===== src/shared/isbi_map.svh =====
/*
  Bit positions, reset values and counts for the two-wire slave byte
  interface. Included by the top-level design file alone; holds
  definitions only.
*/
`ifndef ISBI_MAP_SVH
`define ISBI_MAP_SVH

// Control register field positions
`define ISBI_CTRL_EN_POS     7
`define ISBI_CTRL_TXMODE_POS 4
`define ISBI_CTRL_SEND_ACK_CTRL_POS   3

// Reset values
`define ISBI_CTRL_RST        8'h00
`define ISBI_ADDR_RST        8'h00
`define ISBI_DATA_RST        8'h00

// Own address lives in bits 7..1, bit 0 is don't care
`define ISBI_ADDR_MSB        7
`define ISBI_ADDR_LSB        1

// Bit counter: index of the eighth bit of a byte
`define ISBI_LAST_BIT        3'h7
`define ISBI_CNT_RST         3'h0

`endif


===== src/shared/isbi_pkg.sv =====
/*
  Types for the two-wire slave byte interface.
  Assumes nothing beyond a SystemVerilog compiler.
*/
package isbi_pkg;

  // Byte engine states, one-hot
  typedef enum logic [7:0] {
    ISBI_IDLE    = 8'b0000_0001,
    ISBI_ADDR    = 8'b0000_0010,
    ISBI_ADDR_AK = 8'b0000_0100,
    ISBI_HOLD    = 8'b0000_1000,
    ISBI_TX      = 8'b0001_0000,
    ISBI_TX_AK   = 8'b0010_0000,
    ISBI_RX      = 8'b0100_0000,
    ISBI_RX_AK   = 8'b1000_0000
  } isbi_state_e;

  // Width of the control and data bytes
  typedef logic [7:0] isbi_byte_t;

endpackage : isbi_pkg


===== src/logic/isbi_sync.sv =====
/*
  Two flip-flop synchroniser, parameterised width.
  Assumes its inputs come from another clock domain or from pins.
*/
`timescale 1ns/1ps
module isbi_sync #(
  parameter int W = 2
) (
  input  wire logic         i_mclk,
  input  wire logic         i_srst,
  input  wire logic [W-1:0] i_async,
  output logic      [W-1:0] o_sync
);

  logic [W-1:0] meta_q;
  logic [W-1:0] sync_q;

  // Lines idle high, so reset to ones
  always_ff @(posedge i_mclk) begin
    if (i_srst) begin
      meta_q <= '1;
      sync_q <= '1;
    end else begin
      meta_q <= i_async;
      sync_q <= meta_q;
    end
  end

  assign o_sync = sync_q;

endmodule : isbi_sync


===== src/logic/isbi_cond_det.sv =====
/*
  Finds clock edges and START / STOP conditions on the bus.
  Assumes both inputs are already synchronised to i_mclk.
*/
`timescale 1ns/1ps
module isbi_cond_det (
  input  wire logic i_mclk,
  input  wire logic i_srst,
  input  wire logic i_scl,
  input  wire logic i_sda,
  output logic      o_scl_rise,
  output logic      o_scl_fall,
  output logic      o_start,
  output logic      o_stop
);

  logic scl_q;
  logic sda_q;

  // Previous samples
  always_ff @(posedge i_mclk) begin
    if (i_srst) begin
      scl_q <= 1'b1;
      sda_q <= 1'b1;
    end else begin
      scl_q <= i_scl;
      sda_q <= i_sda;
    end
  end

  // Edges; data changes with the clock high are conditions
  assign o_scl_rise = i_scl & ~scl_q;
  assign o_scl_fall = ~i_scl & scl_q;
  assign o_start    = i_scl & scl_q & sda_q & ~i_sda;
  assign o_stop     = i_scl & scl_q & ~sda_q & i_sda;

endmodule : isbi_cond_det


===== src/logic/isbi_top.sv =====
/*
  Slave-only two-wire byte interface: address compare, acknowledge,
  8-bit shifting through one data register, clock stretching until
  software services that register.
  Assumes a 20 MHz i_mclk well above the bus clock, an external master
  making START, STOP and SCL, and pull-ups on both lines.
*/
`timescale 1ns/1ps
`include "isbi_map.svh"
module isbi_top #(
  parameter bit BUS_FUNC_EN = 1'b1
) (
  input  wire logic             i_mclk,
  input  wire logic             i_srst,
  input  wire logic             i_scl,
  input  wire logic             i_sda,
  output logic                  o_scl_out,
  output logic                  o_scl_oe_n,
  output logic                  o_sda_out,
  output logic                  o_sda_oe_n,
  input  wire logic             i_addr_wr,
  input  wire isbi_pkg::isbi_byte_t i_addr_wdata,
  input  wire logic             i_ctrl_wr,
  input  wire isbi_pkg::isbi_byte_t i_ctrl_wdata,
  input  wire logic             i_data_wr,
  input  wire isbi_pkg::isbi_byte_t i_data_wdata,
  input  wire logic             i_data_rd,
  output isbi_pkg::isbi_byte_t  o_serial_data_reg,
  output isbi_pkg::isbi_byte_t  o_own_addr_reg,
  output isbi_pkg::isbi_byte_t  o_bus_control_reg,
  output logic                  o_byte_done_flag,
  output logic                  o_addr_matched_flag,
  output logic                  o_bus_busy_flag,
  output logic                  o_master_read_dir_flag,
  output logic                  o_recv_ack_flag,
  output logic                  o_bus_event
);
  import isbi_pkg::*;

  ////////////////////////////////////////////////////////////////////////
  // Line sampling and condition detection

  logic [1:0] lines_sync;
  logic       scl_s;
  logic       sda_s;
  logic       scl_rise;
  logic       scl_fall;
  logic       start_det;
  logic       stop_det;

  isbi_sync #(
    .W (2)
  ) u_sync (
    .i_mclk  (i_mclk),
    .i_srst  (i_srst),
    .i_async ({i_scl, i_sda}),
    .o_sync  (lines_sync)
  );

  assign scl_s = lines_sync[1];
  assign sda_s = lines_sync[0];

  isbi_cond_det u_det (
    .i_mclk     (i_mclk),
    .i_srst     (i_srst),
    .i_scl      (scl_s),
    .i_sda      (sda_s),
    .o_scl_rise (scl_rise),
    .o_scl_fall (scl_fall),
    .o_start    (start_det),
    .o_stop     (stop_det)
  );

  ////////////////////////////////////////////////////////////////////////
  // Helpers

  // Open-drain drive: a zero bit pulls low, a one releases
  function automatic logic od_oe_n(input logic bit_val);
    od_oe_n = bit_val;
  endfunction : od_oe_n

  ////////////////////////////////////////////////////////////////////////
  // State

  isbi_state_e state_q, state_d;
  isbi_byte_t  sdr_q, sdr_d;
  isbi_byte_t  addr_q, addr_d;
  isbi_byte_t  ctrl_q, ctrl_d;
  logic [2:0]  cnt_q, cnt_d;
  logic        scl_oe_n_q, scl_oe_n_d;
  logic        sda_oe_n_q, sda_oe_n_d;
  logic        done_q, done_d;
  logic        match_q, match_d;
  logic        busy_q, busy_d;
  logic        dir_q, dir_d;
  logic        recv_ack_flag_q, recv_ack_flag_d;
  logic        event_q, event_d;
  logic        enabled;
  logic        addr_hit;
  logic        serviced;

  // build option and enable bit gate the bus side; register writes are not gated
  assign enabled  = BUS_FUNC_EN & ctrl_q[`ISBI_CTRL_EN_POS];
  // compare bits seven to one only
  assign addr_hit = (sdr_q[`ISBI_ADDR_MSB:`ISBI_ADDR_LSB]
                     == addr_q[`ISBI_ADDR_MSB:`ISBI_ADDR_LSB]);
  // service is a data write in transmit, a read in receive
  assign serviced = ctrl_q[`ISBI_CTRL_TXMODE_POS] ? i_data_wr : i_data_rd;

  ////////////////////////////////////////////////////////////////////////
  // Next-state logic

  always_comb begin
    state_d    = state_q;
    sdr_d      = sdr_q;
    addr_d     = addr_q;
    ctrl_d     = ctrl_q;
    cnt_d      = cnt_q;
    scl_oe_n_d = scl_oe_n_q;
    sda_oe_n_d = sda_oe_n_q;
    done_d     = done_q;
    match_d    = match_q;
    busy_d     = busy_q;
    dir_d      = dir_q;
    recv_ack_flag_d     = recv_ack_flag_q;
    event_d    = 1'b0;

    // Software side writes
    if (i_addr_wr) begin
      addr_d = i_addr_wdata;
    end
    // single data register, loaded by software
    if (i_data_wr) begin
      sdr_d = i_data_wdata;
    end
    // control write clears match; a same-cycle set below wins
    if (i_ctrl_wr) begin
      ctrl_d  = i_ctrl_wdata;
      match_d = 1'b0;
    end

    if (!enabled) begin
      // Disabled: let go of both lines and forget the transfer
      state_d    = ISBI_IDLE;
      scl_oe_n_d = 1'b1;
      sda_oe_n_d = 1'b1;
      busy_d     = 1'b0;
      cnt_d      = `ISBI_CNT_RST;
    end else if (stop_det) begin
      busy_d     = 1'b0;
      state_d    = ISBI_IDLE;
      scl_oe_n_d = 1'b1;
      sda_oe_n_d = 1'b1;
    end else if (start_det) begin
      // START marks the bus busy; also restarts on repeat START
      busy_d     = 1'b1;
      state_d    = ISBI_ADDR;
      cnt_d      = `ISBI_CNT_RST;
      scl_oe_n_d = 1'b1;
      sda_oe_n_d = 1'b1;
    end else begin
      case (state_q)
        ISBI_IDLE: begin
          // foreign address or idle, wait for START
          sda_oe_n_d = 1'b1;
        end
        ISBI_ADDR: begin
          // shift address and direction, MSB first
          if (scl_rise) begin
            sdr_d = {sdr_q[6:0], sda_s};
            cnt_d = cnt_q + 3'h1;
            if (cnt_q == `ISBI_LAST_BIT) begin
              state_d = ISBI_ADDR_AK;
            end
          end
        end
        ISBI_ADDR_AK: begin
          // Eighth bit in; decide on the falling edge that follows
          if (scl_fall) begin
            if (addr_hit) begin
              // event, match flag, direction, acknowledge low
              match_d    = 1'b1;
              event_d    = 1'b1;
              // direction bit one means master reads
              dir_d      = sdr_q[0];
              sda_oe_n_d = od_oe_n(1'b0);
              state_d    = ISBI_HOLD;
              cnt_d      = `ISBI_CNT_RST;
            end else begin
              // not ours, stay off the bus
              state_d = ISBI_IDLE;
            end
          end
        end
        ISBI_HOLD: begin
          // Ninth slot ends (ack or not) before the clock is stretched
          if (scl_fall && scl_oe_n_q) begin
            sda_oe_n_d = 1'b1;
            scl_oe_n_d = 1'b0;
          end else if (!scl_oe_n_q && serviced) begin
            // software serviced the register, let SCL go
            scl_oe_n_d = 1'b1;
            // cleared while the next byte moves
            done_d     = 1'b0;
            cnt_d      = `ISBI_CNT_RST;
            if (ctrl_q[`ISBI_CTRL_TXMODE_POS]) begin
              // first bit out is the MSB of the written byte
              sda_oe_n_d = od_oe_n(i_data_wdata[7]);
              state_d    = ISBI_TX;
            end else begin
              sda_oe_n_d = 1'b1;
              state_d    = ISBI_RX;
            end
          end
        end
        ISBI_TX: begin
          // next bit on each falling edge
          if (scl_fall) begin
            sdr_d = {sdr_q[6:0], 1'b0};
            cnt_d = cnt_q + 3'h1;
            if (cnt_q == `ISBI_LAST_BIT) begin
              // Ninth slot belongs to the master
              sda_oe_n_d = 1'b1;
              state_d    = ISBI_TX_AK;
            end else begin
              sda_oe_n_d = od_oe_n(sdr_q[6]);
            end
          end
        end
        ISBI_TX_AK: begin
          // SDA already released; a missing acknowledge reads high
          if (scl_rise) begin
            recv_ack_flag_d = sda_s;
          end
          if (scl_fall) begin
            done_d     = 1'b1;
            event_d    = 1'b1;
            scl_oe_n_d = 1'b0;
            state_d    = ISBI_HOLD;
          end
        end
        ISBI_RX: begin
          // sample on rising edges, MSB first
          if (scl_rise) begin
            sdr_d = {sdr_q[6:0], sda_s};
            cnt_d = cnt_q + 3'h1;
            if (cnt_q == `ISBI_LAST_BIT) begin
              state_d = ISBI_RX_AK;
            end
          end
        end
        ISBI_RX_AK: begin
          if (scl_fall) begin
            // acknowledge level from the control bit
            sda_oe_n_d = od_oe_n(ctrl_q[`ISBI_CTRL_SEND_ACK_CTRL_POS]);
            done_d     = 1'b1;
            event_d    = 1'b1;
            state_d    = ISBI_HOLD;
          end
        end
        default: begin
          state_d    = ISBI_IDLE;
          scl_oe_n_d = 1'b1;
          sda_oe_n_d = 1'b1;
        end
      endcase
    end
  end

  ////////////////////////////////////////////////////////////////////////
  // Registers

  always_ff @(posedge i_mclk) begin
    if (i_srst) begin
      state_q    <= ISBI_IDLE;
      sdr_q      <= `ISBI_DATA_RST;
      addr_q     <= `ISBI_ADDR_RST;
      ctrl_q     <= `ISBI_CTRL_RST;
      cnt_q      <= `ISBI_CNT_RST;
      scl_oe_n_q <= 1'b1;
      sda_oe_n_q <= 1'b1;
      done_q     <= 1'b0;
      match_q    <= 1'b0;
      busy_q     <= 1'b0;
      dir_q      <= 1'b0;
      recv_ack_flag_q     <= 1'b0;
      event_q    <= 1'b0;
    end else begin
      state_q    <= state_d;
      sdr_q      <= sdr_d;
      addr_q     <= addr_d;
      ctrl_q     <= ctrl_d;
      cnt_q      <= cnt_d;
      scl_oe_n_q <= scl_oe_n_d;
      sda_oe_n_q <= sda_oe_n_d;
      done_q     <= done_d;
      match_q    <= match_d;
      busy_q     <= busy_d;
      dir_q      <= dir_d;
      recv_ack_flag_q     <= recv_ack_flag_d;
      event_q    <= event_d;
    end
  end

  ////////////////////////////////////////////////////////////////////////
  // Outputs straight from flops, out levels tied to zero; pins only ever pull low

  assign o_scl_out              = 1'b0;
  assign o_sda_out              = 1'b0;
  assign o_scl_oe_n             = scl_oe_n_q;
  assign o_sda_oe_n             = sda_oe_n_q;
  assign o_serial_data_reg      = sdr_q;
  assign o_own_addr_reg         = addr_q;
  assign o_bus_control_reg      = ctrl_q;
  assign o_byte_done_flag       = done_q;
  assign o_addr_matched_flag    = match_q;
  assign o_bus_busy_flag        = busy_q;
  assign o_master_read_dir_flag = dir_q;
  assign o_recv_ack_flag        = recv_ack_flag_q;
  assign o_bus_event            = event_q;

endmodule : isbi_top


===== config.mk =====
export PLATFORM = sky130hd
export DESIGN_NAME = isbi_top
export DESIGN_NICKNAME = d
export VERILOG_FILES = /design/src/shared/isbi_pkg.sv /design/src/logic/isbi_sync.sv /design/src/logic/isbi_cond_det.sv /design/src/logic/isbi_top.sv
export VERILOG_INCLUDE_DIRS = /design/src /design/src/shared
export SDC_FILE = /design/constraint.sdc
export NUM_CORES = 1
export LEC_CHECK = 0
export BUFFER_PORTS_ARGS = -buffer_cell sky130_fd_sc_hd__buf_4
export CAP_MARGIN = 40
export CORE_MARGIN = 1
export CORE_UTILIZATION = 56
export CTS_BUF_LIST = sky130_fd_sc_hd__clkbuf_16
export CTS_CLUSTER_DIAMETER = 200
export DETAILED_ROUTE_END_ITERATION = 16
export PLACE_DENSITY = 0.93
export REMOVE_ABC_BUFFERS = 1
export SYNTH_ARGS = -nofsm -noshare
export SYNTH_HDL_FRONTEND = slang
export SYNTH_SLANG_ARGS = --single-unit

===== constraint.sdc =====
create_clock -name i_mclk -period 3.05 [get_ports i_mclk]
set_input_delay 0.305 -clock i_mclk [delete_from_list [all_inputs] [get_ports i_mclk]]
set_output_delay 0.305 -clock i_mclk [all_outputs]
set_load 0.01 [all_outputs]

Word level (Yosys, flattened, before mapping)
Index checks and enable logic that the tools add are counted.
Operators by class
  $add $sub $neg: 1
  $mul: 0
  div/mod/pow operators: 0
  magnitude comparators: 0
  eq/ne operators: 37
  shifts and indexed selects: 0
  muxes and demuxes: 58
  bitwise operators: 17
  reductions and logical operators: 20
Operators with widths (count)
  8-bit two-way mux: 16
  8-bit case mux with 7 select lines: 1
  3-bit inequality test (second input constant): 11
  2-bit inequality test (second input constant): 13
  1-bit two-way mux: 25
  11-bit AND reduction: 2
  3-bit two-way mux: 7
  8-bit case mux with 2 select lines: 1
  3-bit case mux with 4 select lines: 1
  6-bit AND reduction: 2
  1-bit inverter: 10
  8-bit by 1-bit equality test with 1-bit output (second input constant): 1
  8-bit by 2-bit equality test with 1-bit output (second input constant): 1
  8-bit by 3-bit equality test with 1-bit output (second input constant): 1
  8-bit by 4-bit equality test with 1-bit output (second input constant): 1
  8-bit by 5-bit equality test with 1-bit output (second input constant): 1
  8-bit by 6-bit equality test with 1-bit output (second input constant): 1
  8-bit by 7-bit equality test with 1-bit output (second input constant): 1
  8-bit equality test (second input constant): 1
  8-bit AND reduction: 1
  1-bit AND: 7
  7-bit equality test: 1
  7-bit two-way mux: 1
  7-bit AND reduction: 1
  other kinds (19): 25
Storage, ports and cells
  flip-flop bits (word level): 49
  bits in latches: 0
  bits in writable memories: 0
  bits in read-only memories: 0
  input bits: 32
  memories: 0

Depth between registers and ports, before layout
  depth in word-level cells: 7
  mapped depth: 8
  mapped depth without buffers: 8

Modules after synthesis
From an unflattened synthesis, not the netlist that was laid out.
Second synthesis, totals
  cell total of the unflattened synthesis: 288
  area, all modules: 2544.9 um^2
By module, submodules not included
  isbi_top: instances 1, cells an instance 272, area each 2354.8 um^2
  isbi_sync: instances 1, cells an instance 8, area each 105.1 um^2
  isbi_cond_det: instances 1, cells an instance 8, area each 85.1 um^2

Worst setup path before layout
Ideal clock, no wire load.
  kind: reg-to-reg
  from: register state_q[0]
  to: register state_q[2]
  setup time: 117 ps
  arrival: 1819 ps
  required time: 2933 ps
  slack: 1114 ps
  stages on the path, launching flop included: 9
  period minus slack after synthesis: 1936 ps
  path through: dfxtp_1 -> buf_2 -> nor4_4 -> and4b_4 -> buf_6 -> a32o_2 -> nor4_4 -> mux2i_1 -> nor2_1
On the way
  cells in the longest elaborated chain, start to end: 4
RTL lines
  start, declared: line isbi_top.sv:85  | isbi_state_e state_q, state_d;
  start signal, assigned: line isbi_top.sv:289  | state_q <= state_d;
  8-bit equality test / 8-bit by 6-bit equality test with 1-bit output (equally long branches): line isbi_top.sv:162  | case (state_q)
  2-bit OR reduction (no source line)
  2-bit by 1-bit inequality test with 1-bit output (no source line)
  11-bit AND reduction (no source line)
Parallel ways exist; a longest one is shown, timed or not.
A chain may end at the register's enable or synchronous reset.

Worst setup path after layout
  from: register state_q[7]
  to: register sdr_q[2], in the netlist o_serial_data_reg[2]
On the way
  cells in the longest elaborated chain, start to end: 6
RTL lines
  8-bit by 7-bit equality test with 1-bit output / 8-bit by 2-bit equality test with 1-bit output (equally long branches): line isbi_top.sv:162
  2-bit OR reduction (no source line)
  8-bit case mux with 2 select lines *: line isbi_top.sv:162
  8-bit two-way mux *: line isbi_top.sv:154  | end else if (start_det) begin
  8-bit two-way mux *: line isbi_top.sv:149  | end else if (stop_det) begin
  8-bit two-way mux *: line isbi_top.sv:142  | if (!enabled) begin
  end signal, assigned: line isbi_top.sv:276  | sdr_q <= `ISBI_DATA_RST;
  end signal, assigned: line isbi_top.sv:290  | sdr_q <= sdr_d;
  end, declared: line isbi_top.sv:86  | isbi_byte_t sdr_q, sdr_d;
Mark *: on every way between the ends. The rest lies on a longest branch, timed or not.

==> impl_metrics.env <==
export IMPL_drtIter0Drc=151
export IMPL_syn_area_sq_um=2464
export IMPL_clock_latency_ns=0.30
export IMPL_hold_viol=0
export IMPL_numCtsBuffers=5
export IMPL_power_mw=1.403
export IMPL_cts_tree="built"
export IMPL_io_buffers=63
export IMPL_ios=66
export IMPL_viasPerCell=5.721
export IMPL_grt_pass1_wl_mm=9.749
export IMPL_antenna_left=0
export IMPL_worstSetupStartpoint="state_q[7]"
export IMPL_synthTopCellsByArea="dfxtp_1 (40%), mux2i_1 (13%), nor2_1 (6.6%), xor2_1 (3.6%), nand2_1 (2.9%)"
export IMPL_worst_slack_ns=0.7524
export IMPL_fin_crit_sh_pct=75.33
export IMPL_syn_area_per_cell_sq_um=9.024
export IMPL_yosysWarnings=0
export IMPL_synth_flop_cell="dfxtp_1"
export IMPL_syn_to_final_growth_pct=24.58
export IMPL_grt_start_max_net_pins=32
export IMPL_pre_cts_ws_ns=0.8590
export IMPL_drtPass1Iterations=4
export IMPL_fin_hold_ws_ns=0.1914
export IMPL_leakage_nw=1.363
export IMPL_min_period_ns=2.298
export IMPL_slowest_delay_ns=0.57
export IMPL_min_from="i_sda"
export IMPL_wirelength_mm=6.184
export IMPL_grt_use_total_pct=29.03
export IMPL_multiInputGateArea_sq_um=1380
export IMPL_fmax_mhz=435.2
export IMPL_n_antenna_cell=0
export IMPL_start_util_pct=59.87
export IMPL_arrival_ns=2.52
export IMPL_cap_violations=0
export IMPL_die_area_sq_um=4668
export IMPL_yosys_area_top_type="dfxtp_1"
export IMPL_worst_setup_path_start_kind="flip-flop"
export IMPL_cp_data_required_time_ns=3.27
export IMPL_seq_area_sq_um=980.9
export IMPL_die_x_microns=68.33
export IMPL_synth_seq_cells=49
export IMPL_ir_drop_mv=0.3679
export IMPL_crit_path_cell_trace="nor4_4 -> o2111ai_1 -> a21boi_1 -> nor4_4 -> nand2_1 -> o21ai_1"
export IMPL_postCtsSetupBuffers=0
export IMPL_core_area_sq_um=4115
export IMPL_clkSinkCount=49
export IMPL_setup_violations=0
export IMPL_cts_resized_gates=0
export IMPL_dr_total_vias=2174
export IMPL_synth_edf_count=0
export IMPL_slowest_stage="nor4_4"
export IMPL_crit_type="reg2reg"
export IMPL_synth_cells=273
export IMPL_drc=0
export IMPL_place_gp_congestion=0.8935
export IMPL_rows=23
export IMPL_cts_hold_buf=0
export IMPL_synth_most_common_cell="dfxtp_1"
export IMPL_cp_end_kind="flip-flop"
export IMPL_final_max_slew_violation_count=0
export IMPL_cts_buffer_depth=2
export IMPL_synth_top_cell_area_share_pct=39.82
export IMPL_grt_ovfl_total=0
export IMPL_clk_pin_slew_ns=0.07
export IMPL_hpwl_mm=4.492
export IMPL_wire_per_inst_microns=16.27
export IMPL_cts_max_level=2
export IMPL_cts_root_buffer="clkbuf_16"
export IMPL_rr_startpoint="state_q[7]"
export IMPL_num_fill_cells=288
export IMPL_antenna_found_initial=0
export IMPL_synth_common_cells="dfxtp_1 (49), nor2_1 (43), mux2i_1 (32)"
export IMPL_synthArstFlopShare_pct=0
export IMPL_status="completed"
export IMPL_hold_path_class="in2reg"
export IMPL_slew_headroom_pct=59.15
export IMPL_grt_pass1_vias=2142
export IMPL_seq_area_frac_synth_pct=39.82
export IMPL_rsz0062_at_grt="no"
export IMPL_final_setup_tns_ns=0
export IMPL_critPathMostFrequentCell="nor4_4"
export IMPL_worst_path_max_fanout=10
export IMPL_synth_cell_type_count=51
export IMPL_clock_skew_ns=0.007633
export IMPL_drive_above_1_share_pct=29.09
export IMPL_layout_nets=363
export IMPL_powerDensity_nw_per_um2=457.0
export IMPL_die_y_microns=68.33
export IMPL_tightestPinTransition_ns=0.6082
[kinds of logic (layout without fill, tap and decap cells)]
kind of cell               after synthesis  count (layout)  synth area share, %
buffers and inverters                   21              77                4.317
xor gates and xnor gates                11              11                3.911
muxes                                   34              34                13.92
other                                    1               2               0.1522
AOI/OAI and AO/OA                       44              44                11.88
adders and majority gates                2               2                1.016
and+or+nand+nor                        111             111                24.99
DFF                                     49              49                39.82
[layer usage]
| metal | GRT usage [%] | up-vias | wire length [microns] |
|---|---|---|---|
| met1 | 33.16 | 1023 | 2576 |
| met4 | 11.98 | 0 | 110 |
| met2 | 51.59 | 74 | 3114 |
| li1 | - | 1063 | - |
| met5 | 0 | - | 0 |
| met3 | 6.333 | 14 | 383 |
[area by class of cell]
type	instances	area share, %
Multi-Input combinational cell	204	44.97
Sequential cell	49	31.96
Timing Repair Buffer	64	15.65
Clock buffer	5	4.077
Tap cell	50	2.038
Clock inverter	3	0.6930
Inverter	5	0.6115
[worst paths after layout]
kind / to / slack [ns] / cells after the start
setup / recovery: o_serial_data_reg[2] / 0.75 / 6
hold / removal: u_sync.meta_q[0] / 0.19 / 2
setup reg to reg: o_serial_data_reg[2] / 0.75 / 6
hold reg to reg: u_sync.o_sync[0] / 0.41 / 1
[placed cells by master, fill, tap and decap left out, types with 7 or more instances in the layout]
master,n
or2_2,7
nor2_1,43
a21oi_1,8
mux2i_1,32
o21ai_0,10
nor3_1,7
buf_4,64
dfxtp_1,49
xor2_1,10
nand2_1,19
[worst max-delay path, delay by kind of cell, from the launching register on]
family / cells / cell delay [ns]
flops: 1 / 0.37
simple gates: 3 / 1.26
compound gates: 3 / 0.59
[power by group]
group / leakage [nW] / switching (mW) / internal [mW] / total [mW]
Sequential: 0.401 / 0.0246 / 0.662 / 0.687
Combinational: 0.890 / 0.0740 / 0.0835 / 0.157
Clock: 0.0718 / 0.253 / 0.306 / 0.559
[through the flow]
stage	instances	util (%)	area (sq um)
5_1_grt	380	74.58	3069
3_3_place_gp	372	71.02	2923
3_5_place_dp	372	71.02	2923
6_report	380	74.58	3069
4_1_cts	380	74.58	3069
2_1_floorplan	258	-	2380
Note: power is estimated with default switching activity, not from simulation.
